[src/design/dps_pkg.sv]
// Package for the token-flag host controller: pin bundles, commands, timing counts.
// Assumes a 40 MHz ref_clk and a device port driven as a plain asynchronous SRAM.
package dps_pkg;
  // ==========================================================================
  // Timing
  localparam int CLK_PERIOD_NS = 25;
  localparam int STROBE_NS = 50;
  localparam int STROBE_CYC = (STROBE_NS + CLK_PERIOD_NS - 1) / CLK_PERIOD_NS;
  localparam int GAP_NS = 25;
  localparam int GAP_CYC = (GAP_NS + CLK_PERIOD_NS - 1) / CLK_PERIOD_NS;
  localparam int CNT_W = 4;
  // ==========================================================================
  // Geometry
  localparam int FLAG_NUM = 8;
  localparam int IDX_W = 3;
  localparam int DATA_W = 8;
  localparam int ADDR_W = 16;
  localparam logic [ADDR_W-1:0] ADDR_ZERO = 16'h0000;
  // ==========================================================================
  // Commands
  typedef enum logic [1:0] {DPS_CMD_CLAIM, DPS_CMD_RELEASE, DPS_CMD_PEEK, DPS_CMD_INIT} dps_cmd_t;
  typedef struct packed {
    logic cs_n;
    logic oe_n;
    logic we_n;
    logic [ADDR_W-1:0] addr;
    logic [DATA_W-1:0] dout;
    logic dout_en;
  } dps_pins_t;
  localparam dps_pins_t PINS_IDLE = '{cs_n: 1'b1, oe_n: 1'b1, we_n: 1'b1,
                                      addr: 16'h0000, dout: 8'hFF, dout_en: 1'b0};
endpackage

[src/design/dps_host.sv]
// Host controller for one port of a dual-port token-flag unit.
// Assumes the device answers within one ref_clk period of output enable going low; data inputs are synchronous.
//
// Behaviour
// [RULE1] A flag read returns its value replicated on every data bit.
// [RULE2] Device latches read value when select and output enable go active.
// [RULE3] Host releases select and output enable between consecutive polling reads.
// [RULE4] Claim writes zero first, then reads back to confirm ownership.
// [RULE5] Device stores a losing zero request while flag still reads one.
// [RULE6] After a failed claim, host keeps polling or writes one to withdraw.
// [RULE7] First zero request owns the flag until that side writes one.
// [RULE8] Release with pending other request hands the token across at once.
// [RULE9] New owner keeps flag low until it writes one.
// [RULE10] Simultaneous zero writes grant the token to exactly one side.
// [RULE11] The earlier requester receives the token.
// [RULE12] For a true tie the device picks either port.
// [RULE13] Flags and request latches are undefined at power-up.
// [RULE14] Start-up writes one to every flag, from each port.
// [RULE15] Select low picks token space; three low address bits pick the flag.
// [RULE16] Only data bit zero carries the written request.
// [RULE17] Zero requests a token, one from the same side releases it.
`timescale 1ns/100ps
module dps_host (
  input wire logic ref_clk, // 40 MHz clock
  input wire logic rst_n, // Async reset, active low
  input wire logic cmd_valid, // Command request
  input wire dps_pkg::dps_cmd_t cmd, // Command code
  input wire logic [dps_pkg::IDX_W-1:0] cmd_idx, // Flag index
  input wire logic [dps_pkg::CNT_W-1:0] cmd_tries, // Polls after a failed claim, 0 = withdraw
  output logic cmd_ready, // Idle and accepting a command
  output logic resp_valid, // One-cycle answer pulse
  output logic resp_owned, // Flag read low: token held
  output logic resp_err, // Readback bits disagreed
  output logic token_space_select_n, // Token space select, active low
  output logic oe_n, // Output enable, active low
  output logic we_n, // Write strobe, active low
  output logic [dps_pkg::ADDR_W-1:0] addr, // Address to device
  output logic [dps_pkg::DATA_W-1:0] dout, // Data to device
  output logic dout_en, // High while host drives data
  input wire logic [dps_pkg::DATA_W-1:0] din // Data from device
);
  import dps_pkg::*;
  // ==========================================================================
  // Sequencer
  typedef enum logic [2:0] {DPS_IDLE, DPS_WRITE, DPS_GAP, DPS_READ, DPS_DONE} dps_state_t;
  dps_state_t state;
  dps_cmd_t op;
  logic [IDX_W-1:0] idx;
  logic [CNT_W-1:0] tries;
  logic wbit;
  logic after_read;
  logic strobe_start;
  logic strobe_done;
  logic gap_start;
  logic gap_done;
  dps_pins_t pins;
  logic [DATA_W-1:0] rd;
  logic flag_low;
  logic wd_sent;
  // The decision edge is also the capture edge, so the live pin value is used there
  assign flag_low = (state == DPS_READ && !oe_n) ? ~din[0] : ~rd[0];
  dps_strobe #(.CYC(STROBE_CYC)) u_strobe (
    .ref_clk(ref_clk),
    .rst_n(rst_n),
    .start(strobe_start),
    .done(strobe_done)
  );
  dps_strobe #(.CYC(GAP_CYC)) u_gap (
    .ref_clk(ref_clk),
    .rst_n(rst_n),
    .start(gap_start),
    .done(gap_done)
  );
  // Start pulses are derived from state changes so the counters stay in step
  logic cmd_take;
  assign cmd_take = (state == DPS_IDLE) && cmd_valid;
  // Withdraw after a read goes through a write phase
  logic withdraw;
  assign withdraw = (state == DPS_GAP) && gap_done && after_read && (op == DPS_CMD_RELEASE);
  assign strobe_start = cmd_take || ((state == DPS_GAP) && gap_done);
  assign gap_start = strobe_done && (state == DPS_WRITE || state == DPS_READ);
  always_ff @(posedge ref_clk or negedge rst_n)
  begin
    if (!rst_n)
    begin
      state <= DPS_IDLE;
      op <= DPS_CMD_PEEK;
      idx <= 3'h0;
      tries <= 4'h0;
      wbit <= 1'b1;
      after_read <= 1'b0;
      wd_sent <= 1'b0;
    end
    else
    begin
      case (state)
        DPS_IDLE:
        begin
          if (cmd_valid)
          begin
            op <= cmd;
            idx <= (cmd == DPS_CMD_INIT) ? 3'h0 : cmd_idx;
            tries <= cmd_tries;
            after_read <= 1'b0;
            wd_sent <= 1'b0;
            // Claim writes zero; release and init write one
            wbit <= (cmd == DPS_CMD_CLAIM) ? 1'b0 : 1'b1; // see [RULE17] see [RULE14]
            state <= (cmd == DPS_CMD_PEEK) ? DPS_READ : DPS_WRITE; // see [RULE4]
          end
        end
        DPS_WRITE:
          if (strobe_done)
            state <= DPS_GAP;
        DPS_GAP:
        begin
          // Gap with select high also gives the device a fresh read edge
          if (gap_done)
          begin
            if (op == DPS_CMD_INIT)
            begin
              if (idx == 3'h7)
                state <= DPS_DONE;
              else
              begin
                idx <= idx + 3'h1; // see [RULE14]
                state <= DPS_WRITE;
              end
            end
            else if (withdraw && !wd_sent)
            begin
              // A single write of one clears our pending request latch
              wd_sent <= 1'b1;
              state <= DPS_WRITE; // see [RULE6]
            end
            else if (after_read)
              state <= (op == DPS_CMD_RELEASE) ? DPS_DONE : DPS_READ; // see [RULE3]
            else
              state <= (op == DPS_CMD_RELEASE) ? DPS_DONE : DPS_READ; // see [RULE4]
          end
        end
        DPS_READ:
        begin
          if (strobe_done)
          begin
            after_read <= 1'b1;
            if (op == DPS_CMD_CLAIM && !flag_low)
            begin
              if (tries != 4'h0)
              begin
                tries <= tries - 4'h1; // see [RULE6]
                state <= DPS_GAP;
              end
              else
              begin
                // Withdraw the pending request so the token is not stranded
                op <= DPS_CMD_RELEASE; // see [RULE6]
                wbit <= 1'b1;
                state <= DPS_GAP;
              end
            end
            else
              state <= DPS_DONE;
          end
        end
        DPS_DONE:
          state <= DPS_IDLE;
        default:
          state <= DPS_IDLE;
      endcase
    end
  end
  // ==========================================================================
  // Pins
  always_comb
  begin
    pins = PINS_IDLE;
    pins.addr = {{(ADDR_W - IDX_W){1'b0}}, idx}; // see [RULE15]
    if (state == DPS_WRITE)
    begin
      pins.cs_n = 1'b0;
      pins.we_n = 1'b0;
      pins.dout = {{(DATA_W - 1){1'b0}}, wbit}; // see [RULE16]
      pins.dout_en = 1'b1;
    end
    else if (state == DPS_READ)
    begin
      pins.cs_n = 1'b0;
      pins.oe_n = 1'b0;
    end
  end
  always_ff @(posedge ref_clk or negedge rst_n)
  begin
    if (!rst_n)
    begin
      token_space_select_n <= 1'b1;
      oe_n <= 1'b1;
      we_n <= 1'b1;
      addr <= ADDR_ZERO;
      dout <= 8'hFF;
      dout_en <= 1'b0;
    end
    else
    begin
      token_space_select_n <= pins.cs_n;
      oe_n <= pins.oe_n;
      we_n <= pins.we_n;
      addr <= pins.addr;
      dout <= pins.dout;
      dout_en <= pins.dout_en;
    end
  end
  // ==========================================================================
  // Readback
  always_ff @(posedge ref_clk or negedge rst_n)
  begin
    if (!rst_n)
      rd <= 8'hFF;
    else if (state == DPS_READ && !oe_n)
      rd <= din;
  end
  always_ff @(posedge ref_clk or negedge rst_n)
  begin
    if (!rst_n)
    begin
      resp_valid <= 1'b0;
      resp_owned <= 1'b0;
      resp_err <= 1'b0;
      cmd_ready <= 1'b0;
    end
    else
    begin
      resp_valid <= (state == DPS_DONE);
      cmd_ready <= (state == DPS_IDLE) && !cmd_valid;
      if (state == DPS_DONE)
      begin
        resp_owned <= after_read && (op != DPS_CMD_RELEASE) && flag_low; // see [RULE4]
        // All bits must agree with bit zero
        resp_err <= after_read && (rd != {DATA_W{rd[0]}}); // see [RULE1]
      end
    end
  end
endmodule

[src/design/dps_strobe.sv]
// Strobe length counter for the host sequencer.
// Assumes start is a one-cycle pulse and done is read back by the caller.
`timescale 1ns/100ps
module dps_strobe #(
  parameter int CYC = 2
) (
  input wire logic ref_clk, // Clock
  input wire logic rst_n, // Async reset, active low
  input wire logic start, // Begin a timed phase
  output logic done // High in the last cycle of the phase
);
  import dps_pkg::*;
  logic [CNT_W-1:0] cnt;
  logic run;
  always_ff @(posedge ref_clk or negedge rst_n)
  begin
    if (!rst_n)
    begin
      cnt <= 4'h0;
      run <= 1'b0;
    end
    else if (start)
    begin
      cnt <= CNT_W'(CYC - 1);
      run <= 1'b1;
    end
    else if (run && cnt != 4'h0)
      cnt <= cnt - 4'h1;
    else
      run <= 1'b0;
  end
  assign done = run && (cnt == 4'h0);
endmodule

[config.mk]
export PLATFORM = sky130hd
export DESIGN_NAME = dps_host
export DESIGN_NICKNAME = d
export VERILOG_FILES = /design/src/design/dps_pkg.sv /design/src/design/dps_host.sv /design/src/design/dps_strobe.sv
export SDC_FILE = /design/constraint.sdc
export NUM_CORES = 1
export LEC_CHECK = 0
export BUFFER_PORTS_ARGS = -buffer_cell sky130_fd_sc_hd__buf_4
export CAP_MARGIN = 20
export CORE_MARGIN = 1.5
export CORE_UTILIZATION = 41
export CTS_BUF_LIST = sky130_fd_sc_hd__clkbuf_8
export CTS_CLUSTER_SIZE = 20
export DETAILED_ROUTE_END_ITERATION = 7
export SLEW_MARGIN = 20
export SYNTH_ARGS = -nofsm -noshare
export SYNTH_HDL_FRONTEND = slang
export SYNTH_SLANG_ARGS = --single-unit
[constraint.sdc]
create_clock -name ref_clk -period 2.7 [get_ports ref_clk]
set_input_delay 0.135 -clock ref_clk [delete_from_list [all_inputs] [get_ports ref_clk]]
set_output_delay 0.135 -clock ref_clk [all_outputs]
set_load 0.02 [all_outputs]
==> summary.txt, run 1 <==
Outcome
  • Outcome: completed

Timing
  • Transition at the pin with the smallest max-transition slack: 0.582 ns
  • Final period util: 0.768
  • Final setup vio count: 0
  • Post-route setup slack: 0.626 ns
  • Worst setup skew after layout: 0.00919 ns
  • Setup repair after global routing missed its margin: false
  • Final Hold Viols: 0
  • Final critical delay including setup and external delays: 2.07 ns
  • Slew Limit Headroom: 0.612
  • Final number of max-transition violations: 0
  • Setup Total Neg Slack: 0 ns
  • Maximum clock frequency: 482 MHz
  • Tightest hold margin: around 0.035 ns

Floorplan
  • Number of top-level design ports: 52
  • Die Wd: 80.5 um
  • Core Area: 5850 um^2
  • Num rows: 28
  • Vertical die dimension: 80.5 um
  • Initial Util: 0.421
  • Full die area: 6480 um^2

Power
  • Cell area power density: 1120 nW/um^2
  • Leakage component of the power: around 1.3 nW
  • Peak VDD IR: 0.507 mV
  • Power Internal: about 0.0019 W
  • Flop pwr share: 0.400
  • Clock power share: 0.162
  • Total net switching power: around 0.0012 W
  • Switching share of total power: 0.395
  • Power share of the combinational group: 0.437

Yosys
  • Post-synthesis cell area: approximately 2500 um^2
  • Flip-flop cell with the highest count after synthesis: sky130_fd_sc_hd__dfrtp_1
  • Proportion of synthesized chip area in sequential cells: 0.465
  • Total of warnings raised by yosys: 0
  • Number of flops mapped to enable cells by yosys: 0
  • Mapped Cells: about 240
  • Post-synthesis cell type count: 51
  • Fraction of registers with async set/reset: 1.00
  • Number of storage elements in the synthesis netlist: 45
  • Average size of a mapped cell: about 10 um^2

Route
  • Total vias in the final route: around 1800
  • Total routed wire length on the met1 layer: 2260 um
  • Met2 Wirelength: 2210 um
  • Per-cell routed wire length: 13.8 um
  • First DRT Iteration DRCs: just over 90
  • Number of iterations in the first detailed-routing pass: 4
  • Routed Antenna Nets: 0
  • Number of vias per cell after detailed routing: around 5.2
  • Top layer in use: met4
  • Wirelength, routed: 4840 um
  • Number of remaining DRC errors: 0
  • Met3 wire length: 305 um

Global route
  • Total overflow reported by the global router: 0
  • Global-route usage over all layers: 0.164
  • Global-route wire length before repair: 8100 um
  • Number of global-route vias before repair: approximately 1700
  • Antenna violations before repair: 0
  • Pin count of the biggest net entering global routing: 46

Clocking
  • Worst skew pair latency: 0.30 ns
  • Clock slew at the register clock pins of the worst setup and hold paths: 0.09 ns
  • Clock tree buffer depth: 2
  • CTS tree: done
  • TritonCTS buffer count: 5
  • Root buf cell: sky130_fd_sc_hd__clkbuf_8
  • Number of H-tree branching levels: 2
  • Sink count of the clock tree: 45
  • Cts hold-fix bufs: 1
  • Post-CTS Setup Repair Bufs: 0
  • CTS resizes: 0

Setup path
  • Nature of the critical path endpoint: flip-flop
  • Required @ worst endpoint: 2.95 ns
  • Max FO, Critical Path: 10
  • Type of element launching the critical path: flip-flop
  • Crit Path Category: flip-flop to flip-flop
  • Crit path arrival time: 2.33 ns

Run
  • Max-cap violations: 0

Hold path
  • Tightest Hold Check Type: input port to flip-flop

Final layout
  • Area growth syn-to-layout: 14.7%
  • Count of nets after finishing: about 300
  • Number of diodes added for antenna fixing: 0
  • Final standard cell utilization of the core: 0.482
  • Share of cells above drive strength 1: 0.308

Placement
  • Pre-CTS WS: 0.659 ns
  • Global placer's final weighted congestion: 0.800
  • Port Buffer Count: 38
  • Detailed Place HPWL: 3540 um
[layout make-up]
type | count | area [um^2]
timing repair buffer | 42 | 318
tap | 75 | 93.8
clock buffer | 5 | 68.8
inverter | 12 | 47.5
multi-input combinational | 169 | 1110
fill | 596 | 3030
sequential | 45 | 1140
clock inverter | 3 | 42.5
[cell usage after synthesis, types with 2 or more instances]
cell / instances / area (um^2)
sky130_fd_sc_hd__dfrtp_1: 31 / 776
sky130_fd_sc_hd__nand2_1: 25 / 93.8
sky130_fd_sc_hd__buf_4: 20 / 150
sky130_fd_sc_hd__dfstp_2: 14 / 368
sky130_fd_sc_hd__nor2_1: 14 / 52.6
sky130_fd_sc_hd__a21oi_1: 12 / 60.1
sky130_fd_sc_hd__inv_1: 10 / 37.5
sky130_fd_sc_hd__mux2_2: 9 / 101
sky130_fd_sc_hd__nor3_1: 9 / 45.0
sky130_fd_sc_hd__ha_1: 6 / 75.1
sky130_fd_sc_hd__nand3_1: 6 / 30.0
sky130_fd_sc_hd__o21ai_0: 6 / 30.0
sky130_fd_sc_hd__nand4_1: 5 / 31.3
sky130_fd_sc_hd__and3b_1: 4 / 35.0
sky130_fd_sc_hd__buf_6: 4 / 45.0
sky130_fd_sc_hd__nor4_1: 4 / 25.0
sky130_fd_sc_hd__or2_2: 4 / 25.0
sky130_fd_sc_hd__or3_1: 4 / 25.0
sky130_fd_sc_hd__xor2_1: 4 / 35.0
sky130_fd_sc_hd__a31oi_1: 3 / 18.8
sky130_fd_sc_hd__and2_1: 3 / 18.8
sky130_fd_sc_hd__clkbuf_1: 3 / 11.3
sky130_fd_sc_hd__nor3b_1: 3 / 22.5
sky130_fd_sc_hd__or3b_2: 3 / 26.3
sky130_fd_sc_hd__a311oi_1: 2 / 17.5
sky130_fd_sc_hd__and4bb_1: 2 / 25.0
sky130_fd_sc_hd__nor2b_1: 2 / 12.5
sky130_fd_sc_hd__o211a_1: 2 / 20.0
sky130_fd_sc_hd__o211ai_1: 2 / 15.0
sky130_fd_sc_hd__o2bb2ai_1: 2 / 17.5
sky130_fd_sc_hd__o32ai_1: 2 / 17.5
sky130_fd_sc_hd__xnor2_1: 2 / 17.5
[kinds of logic after synthesis]
group	synth area share
AND/OR/NAND/NOR	0.218
flip-flops	0.465
AO/OA/AOI/OAI	0.111
buffers and inverters	0.103
multiplexers	0.0503
adder cells (fa/ha/maj)	0.0305
XOR/XNOR	0.0214
other	0.00152
[critical path, cell delays in order (launching register included)]
cell	delay, ns
sky130_fd_sc_hd__dfrtp_1	0.49
sky130_fd_sc_hd__and4bb_1	0.64
sky130_fd_sc_hd__mux2i_4	0.41
sky130_fd_sc_hd__inv_4	0.06
sky130_fd_sc_hd__a31oi_1	0.23
sky130_fd_sc_hd__o32a_2	0.20
[cells in the final DEF, fill, tap and decap left out, types with 2 or more instances in the layout]
| cell type | count |
|---|---|
| sky130_fd_sc_hd__ha_1 | 6 |
| sky130_fd_sc_hd__nand3_1 | 6 |
| sky130_fd_sc_hd__nor2_1 | 14 |
| sky130_fd_sc_hd__dfstp_2 | 14 |
| sky130_fd_sc_hd__o211ai_1 | 2 |
| sky130_fd_sc_hd__o211a_1 | 2 |
| sky130_fd_sc_hd__dfrtp_1 | 31 |
| sky130_fd_sc_hd__or3b_2 | 3 |
| sky130_fd_sc_hd__and3b_1 | 4 |
| sky130_fd_sc_hd__or3_1 | 4 |
| sky130_fd_sc_hd__clkbuf_8 | 5 |
| sky130_fd_sc_hd__inv_1 | 11 |
| sky130_fd_sc_hd__and4bb_1 | 2 |
| sky130_fd_sc_hd__nor4_1 | 4 |
| sky130_fd_sc_hd__nand2_1 | 25 |
| sky130_fd_sc_hd__nor2b_1 | 2 |
| sky130_fd_sc_hd__nand4_1 | 5 |
| sky130_fd_sc_hd__a311oi_1 | 2 |
| sky130_fd_sc_hd__xor2_1 | 4 |
| sky130_fd_sc_hd__o32ai_1 | 2 |
| sky130_fd_sc_hd__conb_1 | 13 |
| sky130_fd_sc_hd__mux2_2 | 9 |
| sky130_fd_sc_hd__or2_2 | 4 |
| sky130_fd_sc_hd__xnor2_1 | 2 |
| sky130_fd_sc_hd__a31oi_1 | 3 |
| sky130_fd_sc_hd__o2bb2ai_1 | 2 |
| sky130_fd_sc_hd__o21ai_0 | 6 |
| sky130_fd_sc_hd__a21oi_1 | 12 |
| sky130_fd_sc_hd__nor3_1 | 9 |
| sky130_fd_sc_hd__buf_4 | 41 |
| sky130_fd_sc_hd__nor3b_1 | 3 |
| sky130_fd_sc_hd__and2_1 | 3 |
[per-layer routing]
| metal | vias up | GRT usage |
|---|---|---|
| li1 | 896 | - |
| met1 | 877 | 0.229 |
| met2 | 52 | 0.249 |
| met3 | 4 | 0.0398 |
| met4 | 0 | 0.0534 |
| met5 | - | 0 |
[final timing paths]
check | start | to | slack, ns | cells past startpoint
setup / recovery | state[2] | tries[2] | 0.63 | 5
hold / removal | cmd_valid | cmd_ready | 0.04 | 2
setup reg to reg | state[2] | tries[2] | 0.63 | 5
hold reg to reg | idx[1] | addr[1] | 0.42 | 0
max in group asynchronous | rst_n | u_gap.cnt[0] | 1.93 | 2
min in group asynchronous | rst_n | idx[0] | 0.37 | 2
[through the flow]
step,instance area [um^2],cells,total power [W]
2_1_floorplan,2510,253,0.00231
5_1_grt,2820,351,0.00341
3_3_place_gp,2700,342,0.00262
4_1_cts,2820,351,0.00318
3_5_place_dp,2700,342,0.00266
6_report,2820,351,0.00316
[power groups by stage]
stage	logic (W)	clock network (W)	registers [W]
2_1_floorplan	0.00102	0	0.00129
3_3_place_gp	0.00136	0	0.00126
3_5_place_dp	0.00139	0	0.00127
4_1_cts	0.00139	0.000524	0.00126
5_1_grt	0.00154	0.000561	0.00131
6_report	0.00138	0.000512	0.00126
[sequential cells by signal (all words and copies together) (netlist names), 2 cells and up]
name,cells
tries,4
u_strobe.cnt,4
rd,8
dout,2
op,2
idx,3
state,3
addr,3
u_gap.cnt,4
Note: power is estimated with default switching activity, not from simulation.
==> inputs of run 2 (changes only) <==
ABC_AREA = 1   (was unset)
PLACE_DENSITY = 0.65   (was unset)
clock period = 1.76 ns   (was 2.7 ns; I/O delays follow)
==> summary.txt, run 2 <==
Timing
  • Maximum clock frequency: 634 MHz (+31%)
  • Worst setup skew after layout: 0.00235 ns (-0.00683 ns)
  • Final critical delay including setup and external delays: 1.58 ns (-0.496 ns)
  • Final period util: 0.896 (+0.128)
  • Setup repair after global routing missed its margin: false
  • Final Hold Viols: 0 (unchanged)
  • Setup Total Neg Slack: 0 ns (unchanged)
  • Transition at the pin with the smallest max-transition slack: 0.566 ns (-0.0163 ns)
  • Final setup vio count: 0 (unchanged)
  • Final number of max-transition violations: 0 (unchanged)
  • Slew Limit Headroom: 0.623 (+0.0108)
  • Tightest hold margin: 0.0261 ns (-0.00927 ns)

Setup path
  • Delay of the slowest critical-path stage: 0.38 ns (-0.26 ns)
  • Max FO, Critical Path: 6 (-4)
  • Type of element launching the critical path: flip-flop
  • Crit path arrival time: 1.76 ns (-0.57 ns)
  • Slowest library cell on the worst path: sky130_fd_sc_hd__dfrtp_1
  • Nature of the critical path endpoint: flip-flop
  • Most used cell, CP: sky130_fd_sc_hd__nand2_1
  • Crit Path Category: flip-flop to flip-flop
  • Required @ worst endpoint: 1.95 ns (-1.00 ns)
  • Cells traversed along the worst timing path: inv_1, ha_1, nand3_1, nor2_2, nor2_4, a21oi_2, inv_2, nand2_1, nand2_1

Route
  • Total vias in the final route: 1829 (unchanged)
  • Wirelength, routed: 4360 um (-10%)
  • Number of remaining DRC errors: 0 (unchanged)
  • Number of vias per cell after detailed routing: 4.64 (-11%)
  • Per-cell routed wire length: 11.1 um (-20%)
  • Routed Antenna Nets: 0 (unchanged)
  • Number of iterations in the first detailed-routing pass: 4 (unchanged)
  • First DRT Iteration DRCs: 59 (-36%)

Final layout
  • Final-layout fill cell count: 563 (-5.5%)
  • Fin cells: 394 (+12%)
  • Footprint of the flip-flops and latches: 1140 um^2 (unchanged)
  • Area growth syn-to-layout: 14.9%
  • Number of diodes added for antenna fixing: 0 (unchanged)
  • Count of nets after finishing: 347 (+15%)
  • Top reg by flops: rd
  • Share of cells above drive strength 1: 0.273 (-0.0347)
  • Area taken by multi-input logic gates: 1010 um^2 (-9.1%)
  • Commonest non-fill, non-tap cells in the layout: sky130_fd_sc_hd__nand2_1, sky130_fd_sc_hd__buf_4, sky130_fd_sc_hd__inv_1, sky130_fd_sc_hd__dfrtp_1, sky130_fd_sc_hd__nand3_1
  • Leading cell type in the layout, fill and taps excluded: sky130_fd_sc_hd__nand2_1
  • Flip-flop count of the largest register after layout: 8 (unchanged)

Floorplan
  • Full die area: 6360 um^2 (-1.8%)
  • Num rows: 27 (-3.6%)
  • Vertical die dimension: 79.8 um (-0.88%)
  • Die Wd: 79.8 um (-0.88%)
  • Number of top-level design ports: 52 (unchanged)
  • Core Area: 5610 um^2 (-4.1%)
  • Initial Util: 0.431 (+0.0102)

Clocking
  • Clock slew at the register clock pins of the worst setup and hold paths: 0.08 ns (about the same)
  • CTS resizes: 0 (unchanged)
  • Sink count of the clock tree: 45 (unchanged)
  • Worst skew pair latency: 0.29 ns (about the same)
  • TritonCTS buffer count: 5 (unchanged)
  • Root buf cell: sky130_fd_sc_hd__clkbuf_8
  • Number of H-tree branching levels: 2 (unchanged)
  • CTS tree: done
  • Clock tree buffer depth: 2 (unchanged)

Placement
  • Detailed Place HPWL: 3270 um (-7.7%)
  • Port Buffer Count: 38 (unchanged)
  • Global placer's final weighted congestion: 0.792 (-0.96%)
  • Placed cells: 385 (+13%)

Yosys
  • Number of flops mapped to enable cells by yosys: 0 (unchanged)
  • Proportion of synthesized chip area in sequential cells: 0.473 (+0.00866)
  • Post-synthesis cell type count: 34 (-33%)
  • Library cell with the largest summed area after synthesis: sky130_fd_sc_hd__dfrtp_1
  • Cells taking the most area after synthesis: sky130_fd_sc_hd__dfrtp_1, sky130_fd_sc_hd__dfstp_2, sky130_fd_sc_hd__nand2_1, sky130_fd_sc_hd__buf_4, sky130_fd_sc_hd__inv_1
  • Share of the synthesized area in the top cell type: 0.321 (+0.00588)
  • Total of warnings raised by yosys: 0 (unchanged)
  • Most frequent cells after synthesis: sky130_fd_sc_hd__nand2_1, sky130_fd_sc_hd__inv_1, sky130_fd_sc_hd__dfrtp_1, sky130_fd_sc_hd__nand3_1, sky130_fd_sc_hd__buf_4
  • Average size of a mapped cell: 8.51 um^2 (-17%)
  • Number of storage elements in the synthesis netlist: 45 (unchanged)
  • Mapped Cells: 284 (+18%)
  • Fraction of registers with async set/reset: 1.00 (unchanged)
  • Most repeated cell in the gate-level netlist after synthesis: sky130_fd_sc_hd__nand2_1
  • Flip-flop cell with the highest count after synthesis: sky130_fd_sc_hd__dfrtp_1
  • Post-synthesis cell area: 2420 um^2 (-1.8%)

Outcome
  • Outcome: completed

Global route
  • Antenna violations before repair: 0 (unchanged)
  • Global-route usage over all layers: 0.145 (-0.0186)
  • Pin count of the biggest net entering global routing: 46 (unchanged)
  • Global-route wire length before repair: 7270 um (-10%)
  • Total overflow reported by the global router: 0 (unchanged)
  • Number of global-route vias before repair: 1661 (-0.30%)

Hold path
  • Tightest Hold Check Type: input port to flip-flop

Power
  • Power Internal: 0.00276 W (+45%)
  • Clock power share: 0.121 (-0.041)
  • Peak VDD IR: 0.607 mV (+20%)
  • Leakage component of the power: 1.51 nW (+19%)
  • Flop pwr share: 0.377 (-0.023)
  • Total net switching power: 0.00217 W (+74%)
  • Switching share of total power: 0.440 (+0.0451)
  • Cell area power density: 1780 nW/um^2 (+59%)
  • Power share of the combinational group: 0.502 (+0.065)

Run
  • Max-cap violations: 0 (unchanged)
-- run 2: cell types whose count changed in the layout (fill, tap and decap cells not counted), moves of 4 or more --
cell                      previous run  this run
sky130_fd_sc_hd__inv_2               0         5
sky130_fd_sc_hd__mux2_2              9         1
sky130_fd_sc_hd__nor4_1              4         0
sky130_fd_sc_hd__nand2_1            25        66
sky130_fd_sc_hd__xor2_1              4         0
sky130_fd_sc_hd__nand3_1             6        22
sky130_fd_sc_hd__o21ai_0             6        10
sky130_fd_sc_hd__nor3_1              9         4
sky130_fd_sc_hd__nand2_2             0         5
sky130_fd_sc_hd__and3b_1             4         0
sky130_fd_sc_hd__nor2_2              0         4
sky130_fd_sc_hd__inv_1              11        36
sky130_fd_sc_hd__or3_1               4         0
sky130_fd_sc_hd__nand2_4             0         4
-- run 2: cell type report --
cell class	count	share of cell area
Clock inverter	3	0.00496
Clock buffer	5	0.0248
Inverter	40	0.0541
Sequential cell	45	0.412
Timing Repair Buffer	40	0.109
Tap cell	72	0.0324
Multi-Input combinational cell	189	0.363
-- run 2: logic make-up (layout without fill, tap and decap cells) --
kind of cell    Yosys count  after routing  synth area share
buf+inv                  62             88             0.128
compound gates           30             30            0.0689
mux                       1              1           0.00466
flops                    45             45             0.473
fa+ha+maj                 6              6            0.0311
xor+xnor                  1              1           0.00363
simple gates            138            138             0.288
other cells               1             13           0.00155
-- run 2: worst paths after layout --
kind	startpoint	endpoint	slack, ns	depth (start not counted)
worst min-delay path	din[1]	rd[1]	0.03	2
max in group asynchronous	rst_n	op[1]	1.04	2
min in group asynchronous	rst_n	u_gap.cnt[0]	0.33	2
worst max-delay path	u_gap.cnt[0]	idx[1]	0.18	9
worst max register to register	u_gap.cnt[0]	idx[1]	0.18	9
worst min register to register	idx[1]	addr[1]	0.42	0
-- run 2: repair_timing --
item | 4_1_cts | 5_1_grt
endpoints found under the hold margin | 31 | 0
endpoints found under the setup margin | 0 | 0
hold buffers | 1 | 0
buffers inserted | 0 | 0
-- run 2: stage by stage --
step	worst slack (ns)	util	instance area, um^2	total power [W]
finish	0.183	0.495	2780	0.00494
global route	0.0210	0.495	2780	0.00538
CTS	0.165	0.495	2780	0.00499
detailed placement	0.177	0.479	2680	0.00436
global placement	0.213	0.479	2680	0.00432
floorplan	0.387	-	2460	0.00377
-- run 2: power by group through the flow --
| stage | clock [W] | combinational, W | sequential [W] |
|---|---|---|---|
| 2_1_floorplan | 0 | 0.00181 | 0.00196 |
| 3_3_place_gp | 0 | 0.00246 | 0.00186 |
| 3_5_place_dp | 0 | 0.00249 | 0.00188 |
| 4_1_cts | 0.000629 | 0.00250 | 0.00186 |
| 5_1_grt | 0.000672 | 0.00279 | 0.00192 |
| 6_report | 0.000599 | 0.00248 | 0.00186 |
-- run 2: routing by layer --
metal | wire length [um] | track usage | up-vias | part of all wire
li1 | - | - | 949 | -
met1 | 2170 | 0.194 | 834 | 0.50
met2 | 1950 | 0.230 | 42 | 0.45
met3 | 190 | 0.0320 | 4 | 0.044
met4 | 53 | 0.0569 | 0 | 0.012
met5 | 0 | 0 | - | 0
-- run 2: critical path: cells and delay by family (launching register included) --
kind / cells / cell delay [ns]
and+or+nand+nor: 5 / 0.52
DFF: 1 / 0.38
adders and majority gates: 1 / 0.22
AOI/OAI and AO/OA: 1 / 0.20
buffers and inverters: 2 / 0.17
==> inputs of run 3 (changes only) <==
PLACE_DENSITY = 0.64   (was 0.65)
==> summary.txt, run 3 (synthesis results as in run 2) <==
Outcome
  • Outcome: completed

Route
  • Wirelength, routed: 4470 um (+2.6%)
  • Routed Antenna Nets: 0 (unchanged)
  • Number of remaining DRC errors: 0 (unchanged)
  • First DRT Iteration DRCs: 68 (+15%)
  • Number of iterations in the first detailed-routing pass: 4 (unchanged)
  • Total vias in the final route: 1870 (+2.2%)
  • Number of vias per cell after detailed routing: 4.73 (+2.0%)
  • Per-cell routed wire length: 11.3 um (+2.4%)

Clocking
  • TritonCTS buffer count: 5 (unchanged)
  • Clock slew at the register clock pins of the worst setup and hold paths: 0.08 ns (about the same)
  • Worst skew pair latency: 0.29 ns (about the same)
  • Number of H-tree branching levels: 2 (unchanged)
  • Clock tree buffer depth: 2 (unchanged)
  • Root buf cell: sky130_fd_sc_hd__clkbuf_8
  • CTS tree: done
  • Sink count of the clock tree: 45 (unchanged)

Placement
  • Global placer's final weighted congestion: 0.809 (+2.1%)
  • Pre-CTS WS: 0.191 ns (+0.0135 ns)
  • Total cell area at the placement stage: 2690 um^2 (+0.28%)
  • Port Buffer Count: 38 (unchanged)
  • Placed cells: 386 (+0.26%)
  • Detailed Place HPWL: 3320 um (+1.4%)

Floorplan
  • Die Wd: 79.8 um (unchanged)
  • Vertical die dimension: 79.8 um (unchanged)
  • Full die area: 6360 um^2 (unchanged)
  • Number of top-level design ports: 52 (unchanged)
  • Core Area: 5610 um^2 (unchanged)
  • Initial Util: 0.431 (unchanged)
  • Num rows: 27 (unchanged)

Final layout
  • Number of diodes added for antenna fixing: 0 (unchanged)
  • Area growth syn-to-layout: 16.3%
  • Non-Filler Cell Area, Final: 2810 um^2 (+1.2%)
  • Fin cells: 395 (+0.25%)
  • Leading cell type in the layout, fill and taps excluded: sky130_fd_sc_hd__nand2_1
  • Count of nets after finishing: 348 (+0.29%)
  • Flip-flop count of the largest register after layout: 8 (unchanged)
  • Share of cells above drive strength 1: 0.276 (+0.00225)
  • Commonest non-fill, non-tap cells in the layout: sky130_fd_sc_hd__nand2_1, sky130_fd_sc_hd__buf_4, sky130_fd_sc_hd__inv_1, sky130_fd_sc_hd__dfrtp_1, sky130_fd_sc_hd__nand3_1
  • Top reg by flops: rd

Power
  • Cell area power density: 1820 nW/um^2 (+2.3%)
  • Leakage component of the power: 1.53 nW (+1.0%)
  • Peak VDD IR: 0.631 mV (+3.8%)

Setup path
  • R2r startpoint: u_strobe.cnt[0]
  • Crit path arrival time: 1.78 ns (+0.02 ns)
  • Max FO, Critical Path: 5 (-1)
  • Capture point of the worst path: tries[2]
  • Required @ worst endpoint: 1.95 ns (about the same)
  • Endpoint of the most critical register-to-register path: tries[2]
  • Type of element launching the critical path: flip-flop
  • Crit Path Category: flip-flop to flip-flop
  • Worst reg-to-reg setup slack: 0.17 ns (about the same)
  • Logic depth of the worst register-to-register path: 9 (unchanged)
  • Nature of the critical path endpoint: flip-flop
  • Startpoint of the most critical setup path: u_strobe.cnt[0]

Global route
  • Global-route usage over all layers: 0.156 (+0.0100)
  • Total overflow reported by the global router: 0 (unchanged)
  • Global-route wire length before repair: 7650 um (+5.2%)
  • Pin count of the biggest net entering global routing: 46 (unchanged)
  • Antenna violations before repair: 0 (unchanged)
  • Number of global-route vias before repair: 1746 (+5.1%)

Timing
  • Setup repair after global routing missed its margin: false
  • Final setup vio count: 0 (unchanged)
  • Final Hold Viols: 0 (unchanged)
  • Maximum clock frequency: 630 MHz (-0.61%)
  • Transition at the pin with the smallest max-transition slack: 0.563 ns (-0.00267 ns)
  • Post-route setup slack: 0.173 ns (-0.00969 ns)
  • Worst setup skew after layout: 0.00650 ns (+0.00414 ns)
  • Slew Limit Headroom: 0.625 (+0.00178)
  • Final critical delay including setup and external delays: 1.59 ns (+0.00969 ns)
  • Setup Total Neg Slack: 0 ns (unchanged)
  • Final number of max-transition violations: 0 (unchanged)
  • Final period util: 0.902 (+0.00551)

Hold path
  • Tightest Hold Check Type: input port to flip-flop

Run
  • Max-cap violations: 0 (unchanged)
## run 3: worst min-delay path by stage
stage	cells after the start	endpoint	startpoint
after global routing	2	rd[1]	din[1]
after CTS	3	op[1]	cmd[1]
after global placement	1	u_gap.cnt[0]	rst_n
after detailed placement	1	u_gap.cnt[1]	rst_n
after floorplan	0	addr[0]	rst_n
final	2	rd[1]	din[1]
## run 3: where the power goes
part           internal (W)  leakage (nW)  switching (W)
clock              0.000416        0.0593       0.000345
combinational      0.000924         0.923        0.00158
sequential          0.00158         0.546       0.000274
total               0.00292          1.53        0.00219
## run 3: final cells by class
type | instances | area [um^2]
fillers | 532 | 2800
inverters | 40 | 150
repair buffers | 41 | 310
well taps | 72 | 90.1
flip-flops and latches | 45 | 1140
multi-input cells | 189 | 1010
clock buffers | 5 | 68.8
clock inverters | 3 | 38.8
## run 3: what timing repair did
item	in CTS	in global routing
hold buffers	1	0
resized for setup	0	0
setup buffers	0	0
endpoints found under the setup margin	0	0
endpoints found under the hold margin	31	0
## run 3: critical path, cell delays in order, from the launching register on
cell and delay, ns:
sky130_fd_sc_hd__dfrtp_1 0.36, sky130_fd_sc_hd__inv_1 0.14, sky130_fd_sc_hd__ha_1 0.20, sky130_fd_sc_hd__nand4_1 0.19
sky130_fd_sc_hd__nand2_1 0.12, sky130_fd_sc_hd__nand3_2 0.11, sky130_fd_sc_hd__nor2_4 0.18, sky130_fd_sc_hd__nand2_4 0.08
sky130_fd_sc_hd__nand2_1 0.06, sky130_fd_sc_hd__nand2_1 0.05
## run 3: per-stage QoR
step / power, W / hold WS, ns / util
2_1_floorplan: 0.00377 / -0.208 / -
3_3_place_gp: 0.00433 / 0.124 / 0.480
3_5_place_dp: 0.00438 / 0.123 / 0.480
4_1_cts: 0.00517 / 0.0115 / 0.501
5_1_grt: 0.00560 / 0.0163 / 0.501
6_report: 0.00511 / 0.0212 / 0.501
## run 3: per-layer routing
metal  wire length, um  part of all wire  global-route usage  vias to the layer above
li1                  -                 -                   -                      948
met1              2090              0.47               0.210                      865
met5                 0                 0                   0                        -
met4                91             0.020              0.0655                        0
met2              2050              0.46               0.242                       49
met3               240             0.054              0.0320                        8
